==> config.mk <==
export PLATFORM = sky130hd
export DESIGN_NAME = tdzs_top
export DESIGN_NICKNAME = d
export VERILOG_FILES = /design/src/rtl/tdzs_pkg.sv /design/src/rtl/tdzs_top.sv
export VERILOG_INCLUDE_DIRS = /design/src /design/src/rtl
export SDC_FILE = /design/constraint.sdc
export NUM_CORES = 1
export LEC_CHECK = 0
export ABC_AREA = 0
export BUFFER_PORTS_ARGS = -buffer_cell sky130_fd_sc_hd__buf_2
export CAP_MARGIN = 40
export CORE_MARGIN = 2
export CORE_UTILIZATION = 40
export DETAILED_ROUTE_END_ITERATION = 8
export GPL_ROUTABILITY_DRIVEN = 0
export GPL_TIMING_DRIVEN = 0
export SLEW_MARGIN = 10
export SYNTH_ARGS = -nofsm -noshare
export SYNTH_HDL_FRONTEND = slang
export SYNTH_SLANG_ARGS = --single-unit
==> constraint.sdc <==
create_clock -name MCLK -period 2.2 [get_ports MCLK]
set_clock_uncertainty 0.1 [all_clocks]
set_input_delay 0.11 -clock MCLK [delete_from_list [all_inputs] [get_ports MCLK]]
set_output_delay 0.11 -clock MCLK [all_outputs]
set_load 0.1 [all_outputs]
==> src/rtl/tdzs_defs.svh <==
// constants for the transmit d/e slot source and zero suppression block
`ifndef TDZS_DEFS_SVH
`define TDZS_DEFS_SVH

// ----------------------------------------------------------------------
// d/e time slot source codes
// ----------------------------------------------------------------------
`define TDZS_DE_LAPD1 2'h0
`define TDZS_DE_LAPD2 2'h1
`define TDZS_DE_LINKSEL 2'h2
`define TDZS_DE_LAPD3 2'h3

// ----------------------------------------------------------------------
// data link source select codes, used when the d/e code defers to it
// ----------------------------------------------------------------------
`define TDZS_LS_LAPD1 2'h0
`define TDZS_LS_LAPD2 2'h1
`define TDZS_LS_LAPD3 2'h2
`define TDZS_LS_OVHD 2'h3

// ----------------------------------------------------------------------
// zero suppression types and reset value
// ----------------------------------------------------------------------
`define TDZS_ZS_NONE 2'h0
`define TDZS_ZS_BIT7 2'h1
`define TDZS_ZS_BIT8 2'h2
`define TDZS_ZS_FIXED 2'h3
`define TDZS_ZS_RESET 2'h0

// ----------------------------------------------------------------------
// substitute octets; bit 1 is the msb, bit 8 the lsb of the octet
// ----------------------------------------------------------------------
`define TDZS_OCT_ZERO 8'h00
`define TDZS_OCT_BIT7 8'h02
`define TDZS_OCT_BIT8 8'h01
`define TDZS_OCT_FIXED 8'h98

// ----------------------------------------------------------------------
// fifo shape
// ----------------------------------------------------------------------
`define TDZS_FIFO_DEPTH 4
`define TDZS_FIFO_WIDTH 8

`endif

==> src/rtl/tdzs_pkg.sv <==
// types shared by the transmit d/e slot source and zero suppression block
package tdzs_pkg;

  // one outbound octet slot with its framing attributes
  typedef struct packed {
    logic [7:0] data;     // channel pcm octet
    logic is_dslot;       // slot is a d/e time slot
    logic sig_frame;      // frame carries robbed-bit signaling
    logic sig_bit;        // signaling bit value for this slot
  } tdzs_slot_t;

  // octets offered by the three lapd controllers and the overhead port
  typedef struct packed {
    logic [7:0] lapd1;
    logic [7:0] lapd2;
    logic [7:0] lapd3;
    logic [7:0] ovhd;
  } tdzs_src_t;

endpackage

==> src/rtl/tdzs_top.sv <==
// transmit d/e slot source select and zero code suppression with fifo
`timescale 1ns/1ns
`include "tdzs_defs.svh"

// ----------------------------------------------------------------------
// small fifo with valid/ready on both sides
// ----------------------------------------------------------------------
module tdzs_fifo #(
  parameter int WIDTH = `TDZS_FIFO_WIDTH,
  parameter int DEPTH = `TDZS_FIFO_DEPTH
) (
  // clock and reset
  input wire logic clk,
  input wire logic rst_n,
  // fill side
  input wire logic wr_valid,
  output logic wr_ready,
  input wire logic [WIDTH-1:0] wr_data,
  // drain side
  output logic rd_valid,
  input wire logic rd_ready,
  output logic [WIDTH-1:0] rd_data
);
  localparam int AW = (DEPTH > 1) ? $clog2(DEPTH) : 1;

  logic [WIDTH-1:0] mem_ff [DEPTH];   // storage array
  logic [AW-1:0] wr_ptr_ff;           // next write slot
  logic [AW-1:0] rd_ptr_ff;           // oldest word
  logic [AW:0] count_ff;              // words held
  logic push;                         // word taken
  logic pop;                          // word delivered
  logic [AW-1:0] nxt_wr_ptr;
  logic [AW-1:0] nxt_rd_ptr;

  // honest full and empty
  assign wr_ready = (count_ff != (AW+1)'(DEPTH));
  assign rd_valid = (count_ff != '0);
  assign push = wr_valid && wr_ready;
  assign pop = rd_valid && rd_ready;
  assign rd_data = mem_ff[rd_ptr_ff];
  // pointers wrap at depth, not at a power of two
  assign nxt_wr_ptr = (wr_ptr_ff == AW'(DEPTH - 1)) ? '0 : wr_ptr_ff + 1'h1;
  assign nxt_rd_ptr = (rd_ptr_ff == AW'(DEPTH - 1)) ? '0 : rd_ptr_ff + 1'h1;

  // storage write, no reset needed on data
  always_ff @(posedge clk) begin
    if (push) begin
      mem_ff[wr_ptr_ff] <= wr_data;
    end
  end

  // pointer and occupancy bookkeeping
  always_ff @(posedge clk or negedge rst_n) begin
    if (!rst_n) begin
      wr_ptr_ff <= '0;
      rd_ptr_ff <= '0;
      count_ff <= '0;
    end else begin
      if (push) begin
        wr_ptr_ff <= nxt_wr_ptr;
      end
      if (pop) begin
        rd_ptr_ff <= nxt_rd_ptr;
      end
      if (push && !pop) begin
        count_ff <= count_ff + 1'h1;
      end else if (pop && !push) begin
        count_ff <= count_ff - 1'h1;
      end
    end
  end
endmodule

// ----------------------------------------------------------------------
// top: per-channel transmit slot source and zero suppression
// ----------------------------------------------------------------------
module tdzs_top #(
  parameter int FIFO_DEPTH = `TDZS_FIFO_DEPTH
) (
  // clock and reset
  input wire logic MCLK,
  input wire logic RESET_N,
  // configuration levels
  input wire logic [1:0] DSLOT_SOURCE_CODE,
  input wire logic [1:0] DSLOT_LINK_SOURCE_SELECT,
  input wire logic [1:0] ZERO_SUPPRESS_TYPE,
  // incoming slot stream
  input wire logic IN_VALID,
  output logic IN_READY,
  input wire tdzs_pkg::tdzs_slot_t IN_SLOT,
  // octets offered by the d/e sources
  input wire tdzs_pkg::tdzs_src_t SRC_OCTETS,
  // frame data link bit
  input wire logic FDL_SLOT,
  input wire logic LAPD1_FDL_BIT,
  output logic FDL_BIT,
  // outbound line octets
  output logic OUT_VALID,
  input wire logic OUT_READY,
  output logic [7:0] OUT_DATA
);
  import tdzs_pkg::*;

  // --------------------------------------------------------------------
  // configuration capture
  // --------------------------------------------------------------------
  logic [1:0] zs_type_ff;     // active suppression type
  logic fdl_bit_ff;           // held data link bit

  // type field loads from its level input after reset
  always_ff @(posedge MCLK or negedge RESET_N) begin
    if (!RESET_N) begin
      zs_type_ff <= `TDZS_ZS_RESET;
    end else begin
      zs_type_ff <= ZERO_SUPPRESS_TYPE;
    end
  end

  // --------------------------------------------------------------------
  // d/e time slot source selection
  // --------------------------------------------------------------------
  wire [7:0] link_octet;      // octet picked by the link select field
  wire [7:0] dslot_octet;     // octet placed in a d/e slot

  // link select picks any lapd controller or the overhead port
  assign link_octet =
    (DSLOT_LINK_SOURCE_SELECT == `TDZS_LS_LAPD1) ? SRC_OCTETS.lapd1 :
    (DSLOT_LINK_SOURCE_SELECT == `TDZS_LS_LAPD2) ? SRC_OCTETS.lapd2 :
    (DSLOT_LINK_SOURCE_SELECT == `TDZS_LS_LAPD3) ? SRC_OCTETS.lapd3 :
    SRC_OCTETS.ovhd;

  // d/e code picks a controller or defers to the link select
  assign dslot_octet =
    (DSLOT_SOURCE_CODE == `TDZS_DE_LAPD1) ? SRC_OCTETS.lapd1 :
    (DSLOT_SOURCE_CODE == `TDZS_DE_LAPD2) ? SRC_OCTETS.lapd2 :
    (DSLOT_SOURCE_CODE == `TDZS_DE_LINKSEL) ? link_octet :
    SRC_OCTETS.lapd3;

  // --------------------------------------------------------------------
  // zero code suppression
  // --------------------------------------------------------------------
  wire all_zero;              // channel octet is entirely zero
  wire [7:0] stuff_octet;     // bit 8 / bit 7 stuffing result
  wire [7:0] zs_octet;        // suppressed channel octet
  wire [7:0] out_octet;       // octet pushed into the fifo

  // only channel octets of all zeros are touched
  assign all_zero = !IN_SLOT.is_dslot &&
                    (IN_SLOT.data == `TDZS_OCT_ZERO);

  // signaling frames stuff bit 7 only when the signaling bit is zero
  assign stuff_octet =
    !IN_SLOT.sig_frame ? `TDZS_OCT_BIT8 :
    !IN_SLOT.sig_bit ? `TDZS_OCT_BIT7 :
    IN_SLOT.data;

  // type field selects the replacement
  assign zs_octet =
    (zs_type_ff == `TDZS_ZS_NONE) ? IN_SLOT.data :
    (zs_type_ff == `TDZS_ZS_BIT7) ? `TDZS_OCT_BIT7 :
    (zs_type_ff == `TDZS_ZS_BIT8) ? stuff_octet :
    `TDZS_OCT_FIXED;

  // d/e slots take the selected source, channel octets pass or change
  assign out_octet = IN_SLOT.is_dslot ? dslot_octet :
                     all_zero ? zs_octet : IN_SLOT.data;

  // --------------------------------------------------------------------
  // frame data link bit, fed only by the first controller
  // --------------------------------------------------------------------
  always_ff @(posedge MCLK or negedge RESET_N) begin
    if (!RESET_N) begin
      fdl_bit_ff <= 1'h0;
    end else if (FDL_SLOT) begin
      fdl_bit_ff <= LAPD1_FDL_BIT;
    end
  end
  assign FDL_BIT = fdl_bit_ff;

  // --------------------------------------------------------------------
  // outbound fifo; a stalled line back-pressures the slot stream
  // --------------------------------------------------------------------
  tdzs_fifo #(
    .WIDTH(8),
    .DEPTH(FIFO_DEPTH)
  ) u_fifo (
    .clk(MCLK),
    .rst_n(RESET_N),
    .wr_valid(IN_VALID),
    .wr_ready(IN_READY),
    .wr_data(out_octet),
    .rd_valid(OUT_VALID),
    .rd_ready(OUT_READY),
    .rd_data(OUT_DATA)
  );

  // --------------------------------------------------------------------
  // assertions
  // --------------------------------------------------------------------
  wire push = IN_VALID && IN_READY;  // slot accepted this cycle
  wire chan_zero = push && all_zero; // all-zero channel octet accepted
endmodule

==> flow_metrics.env <==
export IMPL_cts_sinks=42
export IMPL_grt_pass1_wl_um=8390
export IMPL_track_usage=0.1794
export IMPL_ys_warnings_count=0
export IMPL_rrSetupSlack_ns=0.10
export IMPL_fin_tns_setup_ns=0
export IMPL_worstReg2RegStart="u_fifo.count_ff[2]"
export IMPL_drt_iter0_drc=94
export IMPL_min_path_cells=3
export IMPL_synthFlopType="edfxtp_1"
export IMPL_slowest_delay_ns=0.44
export IMPL_viasPerCell=5.300
export IMPL_max_cap_violations=0
export IMPL_grt_overflow_total=0
export IMPL_vias=1643
export IMPL_clk_pin_slew_ns=0.07
export IMPL_start_kind="flip-flop"
export IMPL_post_dp_cell_area_um2=2673
export IMPL_hold_path_class="in -> reg"
export IMPL_cp_endpoint="u_fifo.count_ff[2]"
export IMPL_final_hold_viol_count=0
export IMPL_critPathMostFrequentCell="xor2_1"
export IMPL_required_ns=2.31
export IMPL_cts_tree="done"
export IMPL_dr_pass1_iters=4
export IMPL_ir_drop_v=0.0008823
export IMPL_crit_start="u_fifo.count_ff[2]"
export IMPL_nets=299
export IMPL_design_area_um2=2806
export IMPL_grt_max_degree=13
export IMPL_syn_avg_cell_area_um2=13.72
export IMPL_period_share=0.9526
export IMPL_drv_slew=0
export IMPL_synth_cells=163
export IMPL_arrival_ns=2.21
export IMPL_cp_end_kind="flip-flop"
export IMPL_synth_area_um2=2237
export IMPL_hpwl_um=3878
export IMPL_worstMarginPinSlew_ns=0.5511
export IMPL_cts_buffers=5
export IMPL_yosysUniqueCellTypes=42
export IMPL_antenna_found_initial=0
export IMPL_crit_fanout=4
export IMPL_num_io_pins=66
export IMPL_critical_path_class="reg -> reg"
export IMPL_core_um2=5439
export IMPL_wl_per_cell_um=16.17
export IMPL_grt_pass1_vias=1713
export IMPL_post_cts_buffers=0
export IMPL_power_density_nw_per_um2=1230
export IMPL_ys_ff_latch=42
export IMPL_area_delta_synth_final_pct=25.45
export IMPL_cts_max_level=2
export IMPL_clock_latency_ns=0.28
export IMPL_slowest_stage="dfrtp_1"
export IMPL_max_freq_ghz=0.4772
export IMPL_final_min_clock_period_ns=2.096
export IMPL_status="complete, no violations"
export IMPL_ys_async_sr_fraction=0.2381
export IMPL_floorplan_initialDensity=0.4113
export IMPL_wl_um=5014
export IMPL_synth_edff_count=32
export IMPL_cp_top_family="simple AND/OR/NAND/NOR gates"
export IMPL_setup_viol=0
export IMPL_synth_nets=225
export IMPL_die_y_um=78.79
export IMPL_fp_row_count=27
export IMPL_utilization=0.5160
export IMPL_cp_cell_sequence="or3_4 > nand2_4 > ha_4 > inv_1 > fa_2 > xor2_1 > nor2_1 > xor2_1"
export IMPL_relSlewSlack=0.6326
export IMPL_rr_endpoint="u_fifo.count_ff[2]"
export IMPL_cp_depth=8
export IMPL_drc=0
export IMPL_detail_route_antenna_nets=0
export IMPL_yosysSeqAreaShare=0.5414
export IMPL_design_die_area_um2=6207
export IMPL_synth_largest_area_cell="edfxtp_1"
export IMPL_fillers=505
export IMPL_synth_top_area_frac=0.4295
export IMPL_layout_drive_gt1_share=0.4328
export IMPL_die_w_um=78.79
export IMPL_rsz0062_at_grt="false"
export IMPL_power_mw=3.451
export IMPL_clockRootBuffer="clkbuf_8"
export IMPL_p_leak_nw=1.150
export IMPL_synthTopCellsByArea="edfxtp_1 (43%), dfrtp_1 (11%), mux4_2 (8.1%)"
export IMPL_setup_slack_ns=0.1042
export IMPL_cts_buffer_depth=2
export IMPL_r2r_cells=8
export IMPL_numPortBuffers=62
export IMPL_num_antenna_cells=0
export IMPL_post_place_ws_ns=0.09170
export IMPL_path_buf_inv=1
[cell type report]
type	instances	area (um2)	share of cell area
plain buffers	9	55.05	0.01962
flip-flops and latches	42	1211	0.4316
well taps	72	90.09	0.03210
multi-input cells	105	982.2	0.3500
inverters	7	26.28	0.009362
clock buffers	6	72.57	0.02586
clock inverters	2	8.758	0.003121
repair buffers	67	360.3	0.1284
[cells in the mapped netlist, drive strengths merged, types with 2 or more instances]
| master | count |
|---|---|
| a21oi | 3 |
| a2bb2oi | 5 |
| a41oi | 4 |
| and2 | 2 |
| and3 | 4 |
| buf | 8 |
| dfrtp | 10 |
| edfxtp | 32 |
| ha | 6 |
| inv | 7 |
| mux2 | 9 |
| mux2i | 7 |
| mux4 | 8 |
| nand2 | 5 |
| nand2b | 2 |
| nand3 | 2 |
| nor2 | 12 |
| nor4 | 2 |
| o211ai | 2 |
| o21a | 3 |
| o221ai | 5 |
| o22ai | 7 |
| xor2 | 2 |
[worst min-delay path: stages]
cell,delay [ns]
buf_2,0.11
nand2_4,0.09
a21o_1,0.11
[metal layers]
layer,up-vias,global-route usage,routed length (um)
met5,-,0,0
met4,0,0.06140,69
met2,53,0.2915,2553
met3,8,0.03523,222
li1,791,-,-
met1,791,0.2415,2168
[stage by stage]
stage,cells,hold slack [ns]
2_1_floorplan,163,-0.2856
6_report,310,0.06846
3_3_place_gp,297,-0.1170
3_5_place_dp,297,-0.1133
4_1_cts,310,0.05864
5_1_grt,310,0.07067
[registers in the layout (all words and copies together) (netlist names)]
name / flops
u_fifo.wr_ptr_ff: 2
FDL_BIT: 1
zs_type_ff: 2
u_fifo.count_ff: 3
u_fifo.rd_ptr_ff: 2
u_fifo.mem_ff: 32
[cell usage in the layout, fill, tap and decap left out, types with 3 or more instances in the layout]
cell | Yosys | layout
inv_1 | 7 | 7
dfrtp_1 | 10 | 10
mux2i_1 | 7 | 7
edfxtp_1 | 32 | 32
and3_1 | 4 | 4
ha_1 | 6 | 5
buf_2 | 5 | 67
a2bb2oi_1 | 5 | 5
dlygate4sd3_1 | 0 | 5
mux2_2 | 8 | 8
o221ai_1 | 5 | 5
nor2_1 | 12 | 11
clkbuf_8 | 0 | 5
mux4_2 | 8 | 8
a21oi_1 | 3 | 3
a41oi_1 | 4 | 4
nand2_1 | 5 | 3
o21a_1 | 3 | 3
o22ai_1 | 7 | 7
[report_power, final]
group / total (mW) / switching (mW) / internal [mW]
Sequential: 1.18 / 0.103 / 1.07
Combinational: 1.81 / 1.29 / 0.512
Clock: 0.469 / 0.251 / 0.218
[worst min path at each step]
stage	slack, ns	from	to
after floorplan	-0.29	RESET_N	FDL_BIT
after global placement	-0.12	RESET_N	u_fifo.count_ff[0]
after detailed placement	-0.11	RESET_N	u_fifo.wr_ptr_ff[1]
after CTS	0.06	OUT_READY	u_fifo.rd_ptr_ff[0]
after global routing	0.07	OUT_READY	u_fifo.rd_ptr_ff[0]
final	0.07	OUT_READY	u_fifo.rd_ptr_ff[0]
[timing repair]
item	CTS	global route
hold buffers	5	0
endpoints found under the hold margin	13	0
gates resized for setup	0	1
setup endpoints to repair	0	1
[logic make-up after synthesis]
group,synth area share
DFF,0.5414
adders and majority gates,0.04251
AOI/OAI and AO/OA,0.1202
and+or+nand+nor,0.08893
xor gates and xnor gates,0.01175
muxes,0.1588
buffers and inverters,0.03635
(Power assumes the default switching activity.)
